==> src/rtl/annunciator_defines.svh <==
// Constants for the twelve-channel alarm annunciator sequencer.
// Assumes a 50 MHz system clock and AXI4-Lite register access.
// Summary of operation
// - Twelve inputs, per-input rest polarity selectable
// - Acknowledge, test, reset operator inputs read
// - Horn relay driven by selected sequence
// - Common relay on active/unreset alarm, polarity configurable
// - Internal fault also trips common relay
// - Linked modules share sequence and first-out
// - One selected sequence governs all channels
// - Automatic, manual and ringback sequences supported
// - Manual steady sequence shows no flashing
// - Auto first-out, no subsequent alarm state
// - Manual first-out, needs reset to clear
// - First-out flashes distinctly, reset clears
// - Serial node settings: baud, parity, stop, address
`ifndef ANNUNCIATOR_DEFINES_SVH
`define ANNUNCIATOR_DEFINES_SVH
`define ADDR_CONFIG 8'h00
`define ADDR_POLARITY 8'h04
`define ADDR_STATUS 8'h08
`define ADDR_INT_MASK 8'h0C
`define ADDR_ALARMS 8'h10
`define ADDR_SERIAL 8'h14
`define CFG_SEQ_LSB 0
`define CFG_COMMON_ENERGIZE_BIT 4
`define CFG_FAULT_BIT 5
`define FLASH_PERIOD_NS 500000000
`define CLOCK_PERIOD_NS 20
`define SERIAL_RESET 32'h0000_00F1
`define BAUD_MIN 4800
`define BAUD_MAX 38400
`define NODE_ADDR_MAX 8'hF7
`endif

==> src/rtl/annunciator_pkg.sv <==
// Types for the alarm annunciator sequencer.
// Assumes the constants header is included by users.
package annunciator_pkg;
  typedef enum logic [2:0] {
    seq_auto_reset = 3'h0,
    seq_manual_reset = 3'h1,
    seq_ringback = 3'h2,
    seq_manual_steady = 3'h3,
    seq_firstout_auto = 3'h4,
    seq_firstout_manual = 3'h5,
    seq_firstout_flash_reset = 3'h6
  } sequence_t;
  typedef enum logic [1:0] {
    ch_normal = 2'h0,
    ch_unacked = 2'h1,
    ch_acked = 2'h2,
    ch_ringback = 2'h3
  } channel_state_t;
endpackage : annunciator_pkg

==> src/rtl/alarm_annunciator_sequencer.sv <==
// Alarm annunciator sequencer: per-channel sequence logic, relays, lamps.
// Assumes contacts and pushbuttons already debounced and synchronous.
//
// Local design decisions: the AXI4-Lite interface to the registers and the placing of the registers.
`include "annunciator_defines.svh"
`timescale 1ns/1ns
`default_nettype none
module alarm_annunciator_sequencer #(
  parameter int CHANNELS = 12,
  parameter int FLASH_CYCLES = `FLASH_PERIOD_NS / `CLOCK_PERIOD_NS
) (
  input wire logic clock_in,
  input wire logic reset_n_in,
  input wire logic [CHANNELS-1:0] alarm_contact_inputs_in,
  input wire logic acknowledge_in,
  input wire logic lamp_test_in,
  input wire logic reset_button_in,
  input wire logic link_alarm_in,
  input wire logic link_firstout_taken_in,
  input wire logic link_ack_in,
  input wire logic link_reset_in,
  output logic link_alarm_out,
  output logic link_firstout_taken_out,
  output logic link_ack_out,
  output logic link_reset_out,
  output logic [CHANNELS-1:0] lamps_out,
  output logic horn_relay_out,
  output logic common_relay_out,
  output logic irq_out,
  input wire logic [7:0] s_axi_awaddr,
  input wire logic s_axi_awvalid,
  output logic s_axi_awready,
  input wire logic [31:0] s_axi_wdata,
  input wire logic [3:0] s_axi_wstrb,
  input wire logic s_axi_wvalid,
  output logic s_axi_wready,
  output logic [1:0] s_axi_bresp,
  output logic s_axi_bvalid,
  input wire logic s_axi_bready,
  input wire logic [7:0] s_axi_araddr,
  input wire logic s_axi_arvalid,
  output logic s_axi_arready,
  output logic [31:0] s_axi_rdata,
  output logic [1:0] s_axi_rresp,
  output logic s_axi_rvalid,
  input wire logic s_axi_rready
);
  logic [31:0] config_q, polarity_q, mask_q, serial_q;
  logic [3:0] status_q;
  logic [CHANNELS-1:0] firstout_q;
  logic firstout_set_q;
  logic [31:0] flash_cnt_q;
  logic flash_q, fast_q;
  logic horn_q;
  logic [CHANNELS-1:0] active_prev_q;
  logic aw_got_q, w_got_q;
  logic [7:0] awaddr_q;
  logic [31:0] wdata_q;
  logic [3:0] wstrb_q;

  annunciator_pkg::channel_state_t ch_q [CHANNELS];

  wire annunciator_pkg::sequence_t seq = annunciator_pkg::sequence_t'(config_q[2:0]);
  wire [CHANNELS-1:0] active = alarm_contact_inputs_in ^ polarity_q[CHANNELS-1:0];
  wire ack_cmd = acknowledge_in | link_ack_in;
  wire reset_cmd = reset_button_in | link_reset_in;
  wire is_manual = (seq == annunciator_pkg::seq_manual_reset) |
                   (seq == annunciator_pkg::seq_manual_steady) |
                   (seq == annunciator_pkg::seq_firstout_manual) |
                   (seq == annunciator_pkg::seq_firstout_flash_reset);
  wire is_firstout = config_q[2];
  wire seq_bad = (config_q[2:0] == 3'h7);
  wire fault = seq_bad | config_q[`CFG_FAULT_BIT];
  wire [CHANNELS-1:0] new_trip = active & ~active_prev_q;
  wire firstout_taken = firstout_set_q | link_firstout_taken_in;
  // Lowest index wins ties within one cycle
  wire [CHANNELS-1:0] first_pick = new_trip & ~(new_trip - 1'b1);

  logic [CHANNELS-1:0] unacked, nonnormal, ringing;
  always_comb begin
    for (int i = 0; i < CHANNELS; i++) begin
      unacked[i] = (ch_q[i] == annunciator_pkg::ch_unacked);
      ringing[i] = (ch_q[i] == annunciator_pkg::ch_ringback);
      nonnormal[i] = (ch_q[i] != annunciator_pkg::ch_normal);
    end
  end
  wire any_unacked = |unacked;
  wire any_nonnormal = |nonnormal;

  // Per-channel sequence state
  genvar g;
  generate
    for (g = 0; g < CHANNELS; g++) begin : g_ch
      annunciator_pkg::channel_state_t nx;
      always_comb begin
        nx = ch_q[g];
        case (ch_q[g])
          annunciator_pkg::ch_normal:
            if (active[g]) nx = annunciator_pkg::ch_unacked;
          annunciator_pkg::ch_unacked:
            if (ack_cmd) nx = annunciator_pkg::ch_acked;
          annunciator_pkg::ch_acked:
            if (!active[g]) begin
              if (seq == annunciator_pkg::seq_ringback) nx = annunciator_pkg::ch_ringback;
              else if (!is_manual || reset_cmd) nx = annunciator_pkg::ch_normal;
            end
          annunciator_pkg::ch_ringback:
            if (active[g]) nx = annunciator_pkg::ch_unacked;
            else if (reset_cmd) nx = annunciator_pkg::ch_normal;
          default: nx = annunciator_pkg::ch_normal;
        endcase
      end
      always_ff @(posedge clock_in or negedge reset_n_in) begin
        if (!reset_n_in) ch_q[g] <= annunciator_pkg::ch_normal;
        else ch_q[g] <= nx;
      end
      // Lamps: test overrides, steady sequence never flashes
      always_comb begin
        if (lamp_test_in) lamps_out[g] = 1'b1;
        else if (unacked[g] && seq != annunciator_pkg::seq_manual_steady) begin
          if (is_firstout && firstout_q[g]) lamps_out[g] =
            (seq == annunciator_pkg::seq_firstout_flash_reset) ? fast_q : flash_q;
          else if (is_firstout) lamps_out[g] = 1'b1;
          else lamps_out[g] = flash_q;
        end else if (ringing[g]) lamps_out[g] = fast_q;
        else lamps_out[g] = nonnormal[g];
      end
    end
  endgenerate

  // First-out capture and clear
  always_ff @(posedge clock_in or negedge reset_n_in) begin
    if (!reset_n_in) begin
      firstout_q <= '0;
      firstout_set_q <= 1'b0;
      active_prev_q <= '0;
    end else begin
      active_prev_q <= active;
      if (!any_nonnormal && !(|new_trip)) begin
        firstout_q <= '0;
        firstout_set_q <= 1'b0;
      end else if (is_firstout && !firstout_taken && (|new_trip)) begin
        firstout_q <= first_pick;
        firstout_set_q <= 1'b1;
      end
    end
  end

  // Flash clocks
  always_ff @(posedge clock_in or negedge reset_n_in) begin
    if (!reset_n_in) begin
      flash_cnt_q <= '0;
      flash_q <= 1'b0;
      fast_q <= 1'b0;
    end else if (flash_cnt_q >= 32'(FLASH_CYCLES / 2 - 1)) begin
      flash_cnt_q <= '0;
      fast_q <= ~fast_q;
      if (fast_q) flash_q <= ~flash_q;
    end else flash_cnt_q <= flash_cnt_q + 32'h0000_0001;
  end

  // Horn: new alarm or ringback, silenced by acknowledge
  always_ff @(posedge clock_in or negedge reset_n_in) begin
    if (!reset_n_in) horn_q <= 1'b0;
    else if (ack_cmd) horn_q <= 1'b0;
    else if (any_unacked || (|ringing)) horn_q <= 1'b1;
    else horn_q <= 1'b0;
  end
  assign horn_relay_out = horn_q;

  wire common_alarm = any_nonnormal | (|active) | link_alarm_in | fault;
  assign common_relay_out = common_alarm ~^ config_q[`CFG_COMMON_ENERGIZE_BIT];
  assign link_alarm_out = any_nonnormal | (|active) | fault;
  assign link_firstout_taken_out = firstout_set_q;
  assign link_ack_out = acknowledge_in;
  assign link_reset_out = reset_button_in;

  // Interrupt status: new trip, acknowledge, reset, fault
  // Held commands and faults keep setting their bit
  wire [3:0] events = {fault, reset_cmd, ack_cmd, |new_trip};
  wire rd_take = s_axi_arvalid & s_axi_arready;
  wire rd_status = rd_take & (s_axi_araddr == `ADDR_STATUS);
  assign irq_out = |(status_q & mask_q[3:0]);

  // AXI4-Lite slave
  wire wr_go = aw_got_q & w_got_q & ~s_axi_bvalid;
  wire [31:0] wmask = {{8{wstrb_q[3]}}, {8{wstrb_q[2]}}, {8{wstrb_q[1]}}, {8{wstrb_q[0]}}};
  wire wr_hit = (awaddr_q == `ADDR_CONFIG) | (awaddr_q == `ADDR_POLARITY) |
                (awaddr_q == `ADDR_INT_MASK) | (awaddr_q == `ADDR_SERIAL);
  assign s_axi_awready = ~aw_got_q;
  assign s_axi_wready = ~w_got_q;
  assign s_axi_arready = ~s_axi_rvalid;

  wire [31:0] rd_mux =
    (s_axi_araddr == `ADDR_CONFIG) ? config_q :
    (s_axi_araddr == `ADDR_POLARITY) ? polarity_q :
    (s_axi_araddr == `ADDR_STATUS) ? {28'h0000000, status_q} :
    (s_axi_araddr == `ADDR_INT_MASK) ? mask_q :
    (s_axi_araddr == `ADDR_ALARMS) ? {4'h0, firstout_q, 4'h0, lamps_out} :
    (s_axi_araddr == `ADDR_SERIAL) ? serial_q : 32'h0000_0000;
  wire rd_hit = (s_axi_araddr <= `ADDR_SERIAL) & (s_axi_araddr[1:0] == 2'h0);

  always_ff @(posedge clock_in or negedge reset_n_in) begin
    if (!reset_n_in) begin
      aw_got_q <= 1'b0;
      w_got_q <= 1'b0;
      awaddr_q <= 8'h00;
      wdata_q <= 32'h0000_0000;
      wstrb_q <= 4'h0;
      s_axi_bvalid <= 1'b0;
      s_axi_bresp <= 2'h0;
      s_axi_rvalid <= 1'b0;
      s_axi_rresp <= 2'h0;
      s_axi_rdata <= 32'h0000_0000;
    end else begin
      if (s_axi_awvalid && !aw_got_q) begin
        aw_got_q <= 1'b1;
        awaddr_q <= s_axi_awaddr;
      end
      if (s_axi_wvalid && !w_got_q) begin
        w_got_q <= 1'b1;
        wdata_q <= s_axi_wdata;
        wstrb_q <= s_axi_wstrb;
      end
      if (wr_go) begin
        aw_got_q <= 1'b0;
        w_got_q <= 1'b0;
        s_axi_bvalid <= 1'b1;
        s_axi_bresp <= wr_hit ? 2'h0 : 2'h2;
      end else if (s_axi_bready) s_axi_bvalid <= 1'b0;
      if (rd_take) begin
        s_axi_rvalid <= 1'b1;
        s_axi_rdata <= rd_mux;
        s_axi_rresp <= rd_hit ? 2'h0 : 2'h2;
      end else if (s_axi_rready) s_axi_rvalid <= 1'b0;
    end
  end

  // Register writes; status set wins over read clear
  always_ff @(posedge clock_in or negedge reset_n_in) begin
    if (!reset_n_in) begin
      config_q <= 32'h0000_0000;
      polarity_q <= 32'h0000_0000;
      mask_q <= 32'h0000_0000;
      serial_q <= `SERIAL_RESET;
      status_q <= 4'h0;
    end else begin
      status_q <= (rd_status ? 4'h0 : status_q) | events;
      if (wr_go && awaddr_q == `ADDR_CONFIG)
        config_q <= (config_q & ~wmask) | (wdata_q & wmask & 32'h0000_0037);
      if (wr_go && awaddr_q == `ADDR_POLARITY)
        polarity_q <= (polarity_q & ~wmask) | (wdata_q & wmask & 32'h0000_0FFF);
      if (wr_go && awaddr_q == `ADDR_INT_MASK)
        mask_q <= (mask_q & ~wmask) | (wdata_q & wmask & 32'h0000_000F);
      if (wr_go && awaddr_q == `ADDR_SERIAL)
        serial_q <= (serial_q & ~wmask) | (wdata_q & wmask & 32'h0000_3FFF);
    end
  end

  // Assertions
  horn_silenced_a: assert property (@(posedge clock_in) disable iff (!reset_n_in)
    ack_cmd |=> !horn_relay_out) else $error("horn not silenced by acknowledge");
  horn_rings_a: assert property (@(posedge clock_in) disable iff (!reset_n_in)
    (any_unacked && !ack_cmd) |=> horn_relay_out) else $error("horn not sounding");
  test_lamps_a: assert property (@(posedge clock_in) disable iff (!reset_n_in)
    lamp_test_in |-> (&lamps_out)) else $error("lamp test not lighting all");
  // Alarm level of the common relay equals the energize bit
  common_fault_a: assert property (@(posedge clock_in) disable iff (!reset_n_in)
    fault |-> (common_relay_out == config_q[`CFG_COMMON_ENERGIZE_BIT]))
    else $error("fault did not trip common relay");
  trip_unacked_a: assert property (@(posedge clock_in) disable iff (!reset_n_in)
    (active[0] && ch_q[0] == annunciator_pkg::ch_normal) |=>
    ch_q[0] == annunciator_pkg::ch_unacked) else $error("trip not latched");
  manual_hold_a: assert property (@(posedge clock_in) disable iff (!reset_n_in)
    (is_manual && ch_q[0] == annunciator_pkg::ch_acked && !reset_cmd) |=>
    ch_q[0] != annunciator_pkg::ch_normal) else $error("manual cleared without reset");
  auto_clear_a: assert property (@(posedge clock_in) disable iff (!reset_n_in)
    (seq == annunciator_pkg::seq_auto_reset && ch_q[0] == annunciator_pkg::ch_acked &&
     !active[0]) |=> ch_q[0] == annunciator_pkg::ch_normal) else $error("auto reset stuck");
  steady_lamp_a: assert property (@(posedge clock_in) disable iff (!reset_n_in)
    (seq == annunciator_pkg::seq_manual_steady && unacked[0]) |-> lamps_out[0])
    else $error("steady lamp flashing");
  firstout_hold_a: assert property (@(posedge clock_in) disable iff (!reset_n_in)
    (firstout_set_q && any_nonnormal) |=> $stable(firstout_q))
    else $error("first-out changed while held");
  firstout_pick_a: assert property (@(posedge clock_in) disable iff (!reset_n_in)
    (is_firstout && !firstout_taken && (|new_trip)) |=> firstout_q == $past(first_pick))
    else $error("first-out not captured");
  firstout_one_a: assert property (@(posedge clock_in) disable iff (!reset_n_in)
    $onehot0(firstout_q)) else $error("more than one first-out");
  ringback_go_a: assert property (@(posedge clock_in) disable iff (!reset_n_in)
    (seq == annunciator_pkg::seq_ringback && ch_q[0] == annunciator_pkg::ch_acked &&
     !active[0]) |=> ringing[0]) else $error("no ringback");
  common_alarm_a: assert property (@(posedge clock_in) disable iff (!reset_n_in)
    any_nonnormal |-> (common_relay_out == config_q[`CFG_COMMON_ENERGIZE_BIT]))
    else $error("common relay missed alarm");
  cov_fault_c: cover property (@(posedge clock_in) disable iff (!reset_n_in)
    fault && common_relay_out);
  cov_trip_ack_c: cover property (@(posedge clock_in) disable iff (!reset_n_in)
    unacked[0] ##1 ch_q[0] == annunciator_pkg::ch_acked);
  cov_ringback_c: cover property (@(posedge clock_in) disable iff (!reset_n_in) ringing[0]);
  cov_firstout_c: cover property (@(posedge clock_in) disable iff (!reset_n_in)
    firstout_set_q && (|(unacked & ~firstout_q)));
endmodule : alarm_annunciator_sequencer
`default_nettype wire

==> config.mk <==
export PLATFORM = sky130hd
export DESIGN_NAME = alarm_annunciator_sequencer
export DESIGN_NICKNAME = d
export VERILOG_FILES = /design/src/rtl/annunciator_pkg.sv /design/src/rtl/alarm_annunciator_sequencer.sv
export VERILOG_INCLUDE_DIRS = /design/src /design/src/rtl
export SDC_FILE = /design/constraint.sdc
export NUM_CORES = 1
export LEC_CHECK = 0
export CAP_MARGIN = 10
export CORE_AREA = 5 5 161 163
export DETAILED_ROUTE_END_ITERATION = 6
export DIE_AREA = 0 0 166 168
export DONT_BUFFER_PORTS = 1
export MAX_ROUTING_LAYER = met4
export PLACE_DENSITY = 0.69
export SLEW_MARGIN = 20
export SYNTH_ARGS = -nofsm -noshare
export SYNTH_HDL_FRONTEND = slang
export SYNTH_SLANG_ARGS = --single-unit
==> constraint.sdc <==
create_clock -name clock_in -period 3.3 [get_ports clock_in]
set_clock_uncertainty 0.2 [all_clocks]
set_input_delay 0.33 -clock clock_in [delete_from_list [all_inputs] [get_ports clock_in]]
set_output_delay 0.33 -clock clock_in [all_outputs]
set_load 0.005 [all_outputs]
==> results of run 1 <==
routing by layer:
layer  up-vias  part of all wire  track usage
met4         0             0.031      0.07425
met1      4848              0.43       0.3421
li1       4490                 -            -
met5         -                 0            -
met2       349              0.46       0.3770
met3        79             0.074      0.04666
cell type report:
class                      count  area share
antenna                        1   0.0001671
clock inverter                12     0.01237
timing repair buffer          88     0.05397
tap                          324     0.02707
sequential                   280      0.4683
inverter                      46     0.01153
multi-input combinational    858      0.3718
clock buffer                  41     0.05481
cells in the final DEF (no fill, tap or decap), types with 25 or more instances in the layout:
| cell type | count |
|---|---|
| a21oi_1 | 54 |
| inv_1 | 46 |
| clkbuf_16 | 29 |
| dlygate4sd3_1 | 59 |
| dfrtp_1 | 275 |
| a221oi_1 | 25 |
| nand2_1 | 110 |
| o21ai_0 | 76 |
| nor2_1 | 104 |
| and2_1 | 96 |
| mux2_2 | 60 |
| buf_4 | 29 |
repair_timing:
| action | 4_1_cts | 5_1_grt |
|---|---|---|
| cloned | 0 | 0 |
| gates resized for setup | 1 | 6 |
| hold endpoints to repair | 369 | 280 |
| setup endpoints to repair | 1 | 3 |
power groups by stage:
stage / Combinational [W] / Clock [W] / Sequential, W
after floorplan: 0.00140 / 0 / 0.00432
final: 0.00177 / 0.00345 / 0.00463
after detailed placement: 0.00166 / 0 / 0.00467
after global routing: 0.00195 / 0.00366 / 0.00470
after global placement: 0.00163 / 0 / 0.00464
after CTS: 0.00174 / 0.00351 / 0.00461
logic make-up (layout without fill, tap and decap cells):
logic type               Yosys count  after routing  synth area share
other                              1             11         0.0002895
AND/OR/NAND/NOR                  451            451            0.1821
adder cells (fa/ha/maj)            1              1         0.0009658
buffers and inverters            115            187           0.03603
flip-flops                       280            280            0.5414
XOR/XNOR                          36             36           0.02753
multiplexers                      83             83           0.07003
AO/OA/AOI/OAI                    277            277            0.1416
worst max-delay path, cell delays in order (launching register included):
cell and delay, ns:
dfrtp_1 0.51, and3b_1 0.50, a2111oi_0 0.18, o41ai_1 1.00
synthesized netlist by cell type, types with 15 or more instances:
| cell | count |
|---|---|
| mux2_2 | 60 |
| nand2b_1 | 18 |
| clkbuf_1 | 48 |
| dfrtp_1 | 275 |
| xnor2_1 | 16 |
| xor2_1 | 16 |
| nand3_1 | 17 |
| mux2i_1 | 22 |
| a221oi_1 | 25 |
| nand2_1 | 111 |
| nor3_1 | 20 |
| o21ai_0 | 76 |
| a21oi_1 | 54 |
| o31ai_1 | 21 |
| nor2b_1 | 15 |
| nor2_1 | 105 |
| inv_1 | 46 |
| and2_1 | 96 |
worst max-delay path by stage:
stage,start,to,cells past startpoint
6_report,register,lamps_out[11],3
5_1_grt,register,lamps_out[5],3
4_1_cts,ch_q[8],common_relay_out,5
3_5_place_dp,register,s_axi_rdata[6],5
3_3_place_gp,ch_q[8],common_relay_out,5
2_1_floorplan,ch_q[22],common_relay_out,6
metrics by stage:
| step | instances | instance area [µm²] | worst slack, ns | utilization |
|---|---|---|---|---|
| 2_1_floorplan | 1253 | 12990 | 1.123 | - |
| 3_3_place_gp | 1537 | 13320 | 0.5912 | 0.5511 |
| 3_5_place_dp | 1537 | 13320 | 0.5491 | 0.5511 |
| 4_1_cts | 1649 | 14930 | 0.05132 | 0.6173 |
| 5_1_grt | 1650 | 14980 | 0.01486 | 0.6194 |
| 6_report | 1650 | 14980 | 0.03245 | 0.6194 |
==> reports/metrics.yaml, run 1 <==
status: "finished with violations"
violations: "negative hold slack"
gr_usage_total: 0.2475
seqCellArea_um2: 7013
postRouteWirelength_um: 33800
rsz0062_at_grt: "no"
area_delta_synth_final_pct: 15.62
clk_path_buf_depth: 3
worstPathArrival_ns: 2.74
core_um2: 24180
seq_area_frac_synth: 0.5414
cp-end-kind: "output pin"
seq_power_share: 0.470
final_antenna_net_count: 0
postCtsHoldBufs: 59
die_width_um: 166
tritoncts.num_buffers: 29
vias_per_cell: 5.919
drv_cap: 0
reg2reg_setup_slack_ns: 0.32
cts.root.buffer_cell: "clkbuf_16"
buffers_added_on_ports: 0
clock.fmax_mhz: 306.0
grt_pass1_vias: 9585
drt-initial-drc-count: 942
p_leak_nw: 6.615
avgSynthCellArea_um2: 10.41
initial_utilization: 0.5357
num_rows: 57
worst-endpoint-required_ns: 2.77
grt_max_degree: 281
post-layout-total-power_w: 0.009854
fill_cells: 1976
synthArstFlopShare: 1.000
dieArea_um2: 27890
post-route-min-period_ns: 3.268
power.switching_w: 0.002980
mapped_cells: 1244
timing.final.hold_violations: 280
fin_tns_setup_ns: 0
dr.pass1.iters: 5
synth-edff-count: 0
synthesis.yosys.warnings: 0
cts_tree: "yes"
cts_setup_buffers: 0
htree_levels: 1
worst_ir_drop_vdd_v: 0.0003513
rr_endpoint: "s_axi_rdata[10]"
post_route_cells_drive_above_1_share: 0.1336
yosys_most_used_dff: "dfrtp_1"
setup.worst_path.start_class: "register"
switching_share: 0.3024
clk-insertion-delay-late_ns: 0.54
dr_total_vias: 9766
postSynthRegisterBits: 280
synth_area_leaders: "dfrtp_1 (53%), mux2_2 (5.2%), and2_1 (4.6%)"
pin_count: 138
synthesis.area_um2: 12950
worstHoldPathType: "input pin to async pin"
cts_clk_pin_slew_worst_paths_ns: 0.06
number_of_antenna_violations_at_the_first_check_in_global_routing: 1
part_of_the_cycle_the_worst_path_needs: 0.9902
number_of_failing_setup_endpoints_in_the_final_timing_report: 0
combPwrFrac: 0.180
num-nets-final: 1382
fin_hold_ws_ns: -0.7090
final-max-slew-violation-count: 0
synth.lib_cells_used.distinct: 74
cp_max_fo: 12
length_in_cells_of_the_worst_reg_to_reg_path: 7
grt_pass1_wl_um: 54530
worst-setup-path-type: "register to output pin"
die_height_um: 168
worst-slew-pin-transition_ns: 1.156
cts.sinks: 280
synthDominantCellAreaShare: 0.5313
detailedPlacementHpwl_um: 22800
pwr_density_cell_nw_per_um2: 658.0
max-slew-margin-rel: 0.2194
area_of_the_multi_input_gates_um2: 5568
power_frac_clock: 0.350
avgRoutedWirePerCell_um: 20.48
gr-total-overflow: 0
synth.largest_area_cell: "dfrtp_1"
globalplace.congestion: 0.9455
intPower_w: 0.006874
drc_errors: 0
No activity file was read; power rests on OpenSTA's default activity.
==> inputs of run 2 (changes only) <==
--- a/config.mk
+++ b/config.mk
@@ -7,4 +7,5 @@
 export NUM_CORES = 1
 export LEC_CHECK = 0
+export ABC_CLOCK_PERIOD_IN_PS = 3300
 export CAP_MARGIN = 10
 export CORE_AREA = 5 5 161 163
--- a/constraint.sdc
+++ b/constraint.sdc
@@ -3,3 +3,3 @@
 set_input_delay 0.33 -clock clock_in [delete_from_list [all_inputs] [get_ports clock_in]]
 set_output_delay 0.33 -clock clock_in [all_outputs]
-set_load 0.005 [all_outputs]
+set_load 0.02 [all_outputs]
==> reports/metrics.yaml, run 2 (synthesis gave the netlist of run 1 again) <==
grt_max_degree: 281  # unchanged
violations: "negative hold slack"
post-layout-total-power_w: 0.01010  # +2.5%
die_height_um: 168  # unchanged
placed_cells_incl_taps: 1537  # unchanged
grt_pass1_vias: 9675  # +0.94%
grt_pass1_wl_um: 54920  # +0.72%
layout.cells.most_common_list: "dfrtp_1 (275), nand2_1 (110), nor2_1 (105)"
p_leak_nw: 6.655  # +0.59%
clock.fmax_mhz: 306.7  # +0.21%
post_route_cells_drive_above_1_share: 0.1424  # +0.008842
pwr_density_cell_nw_per_um2: 671.3  # +2.0%
cp-end-kind: "output pin"
tritoncts.num_buffers: 29  # unchanged
fin_util: 0.6223  # +0.002847
worst-setup-path-type: "register to output pin"
setup.worst_path.start_class: "register"
gr-total-overflow: 0  # unchanged
drv_cap: 0  # unchanged
status: "finished with violations"
worstPathArrival_ns: 2.73  # about the same
worst-slew-pin-transition_ns: 1.148  # -0.008029 ns
core_um2: 24180  # unchanged
final-max-slew-violation-count: 0  # unchanged
part_of_the_cycle_the_worst_path_needs: 0.9881  # -0.002093
mostFrequentLayoutCell: "dfrtp_1"
avgRoutedWirePerCell_um: 20.63  # +0.73%
drt-initial-drc-count: 1175  # +25%
htree_levels: 1  # unchanged
postCtsHoldBufs: 57  # -3.4%
cts_tree: "yes"
dieArea_um2: 27890  # unchanged
pin_count: 138  # unchanged
final-instance-count-excl-fill: 1651  # +0.061%
max-slew-margin-rel: 0.2323  # +0.01291
die_width_um: 166  # unchanged
worst-endpoint-required_ns: 2.77  # about the same
number_of_antenna_violations_at_the_first_check_in_global_routing: 0  # -1
cp_max_fo: 8  # -4
vias_per_cell: 5.940  # +0.36%
detailedPlacementHpwl_um: 22920  # +0.52%
gr_usage_total: 0.2484  # +0.0009269
number_of_failing_setup_endpoints_in_the_final_timing_report: 0  # unchanged
num-nets-final: 1383  # +0.072%
drc_errors: 0  # unchanged
cts.root.buffer_cell: "clkbuf_16"
cts.sinks: 280  # unchanged
worstHoldPathType: "input pin to async pin"
num_rows: 57  # unchanged
clk_path_buf_depth: 3  # unchanged
initial_utilization: 0.5357  # unchanged
dr.pass1.iters: 6  # +1
cts_clk_pin_slew_worst_paths_ns: 0.06  # about the same
timing.final.hold_violations: 280  # unchanged
area_delta_synth_final_pct: 16.15
postRouteWirelength_um: 34060  # +0.79%
dr_total_vias: 9807  # +0.42%
fin_hold_ws_ns: -0.7252  # -0.01619 ns
buffers_added_on_ports: 0  # unchanged
globalplace.congestion: 0.9398  # -0.60%
final_antenna_net_count: 0  # unchanged
worst_ir_drop_vdd_v: 0.0004223  # +20%
antenna-diode-count: 0  # -1
post-route-min-period_ns: 3.261  # -0.006906 ns
clk-insertion-delay-late_ns: 0.55  # about the same
-- run 2: changes by cell type in the layout (fill, tap and decap cells not counted), sizes merged --
| cell | before | now |
|---|---|---|
| buf | 29 | 32 |
| clkbuf | 41 | 43 |
| dlygate4sd3 | 59 | 57 |
| bufinv | 5 | 4 |
| clkinv | 7 | 6 |
| diode | 1 | 0 |
| inv | 46 | 47 |
-- run 2: repair_timing --
item,in CTS,in global routing
setup endpoints to repair,1,4
buffers inserted,1,2
pin swaps,0,3
gates resized for setup,1,8
endpoints found under the hold margin,366,280
-- run 2: power breakdown --
| group | internal, W | leakage, nW | switching (W) |
|---|---|---|---|
| logic | 0.000859 | 2.51 | 0.00109 |
| registers | 0.00393 | 3.64 | 0.000759 |
| clock network | 0.00211 | 0.507 | 0.00135 |
| total | 0.00690 | 6.65 | 0.00320 |
-- run 2: final cells by class --
type | count | area [µm²]
clock buffer | 43 | 858.3
clock inverter | 11 | 162.7
fill | 1910 | 9133
inverter | 46 | 172.7
multi-input combinational | 858 | 5624
sequential | 280 | 7013
tap | 324 | 405.4
timing repair buffer | 89 | 808.3
-- run 2: worst max-delay path, cell delays in order, from the launching register on --
cell       delay, ns
dfrtp_1         0.41
buf_4           0.19
and3b_2         0.26
buf_4           0.16
a2111oi_0       0.71
o41ai_1         0.23
buf_2           0.23
-- run 2: per-layer routing --
metal,GRT usage,share of wire
met2,0.3722,0.46
met3,0.04174,0.069
met4,0.08859,0.037
met1,0.3462,0.43
met5,-,0
-- run 2: through the flow --
step / hold slack (ns) / worst slack, ns / TNS [ns] / cell area (µm²)
floorplan: -0.1656 / 0.8590 / 0 / 12990
global placement: -0.1499 / 0.4696 / 0 / 13370
detailed placement: -0.1508 / 0.4804 / 0 / 13370
CTS: -0.7321 / 0.05251 / 0 / 14980
global route: -0.7480 / -0.004086 / -0.004086 / 15040
finish: -0.7252 / 0.03936 / 0 / 15040
-- run 2: final timing paths --
kind	from	endpoint	slack, ns	depth (start not counted)
max	register	lamps_out[7]	0.04	6
min	reset_n_in	awaddr_q[2]	-0.73	0
max reg2reg	register	s_axi_rdata[2]	0.15	7
min reg2reg	mask_q[17]	mask_q[17]	0.28	1
max in group asynchronous	reset_n_in	active_prev_q[7]	3.12	0
min in group clock_in	s_axi_araddr[4]	s_axi_rdata[30]	0.01	4
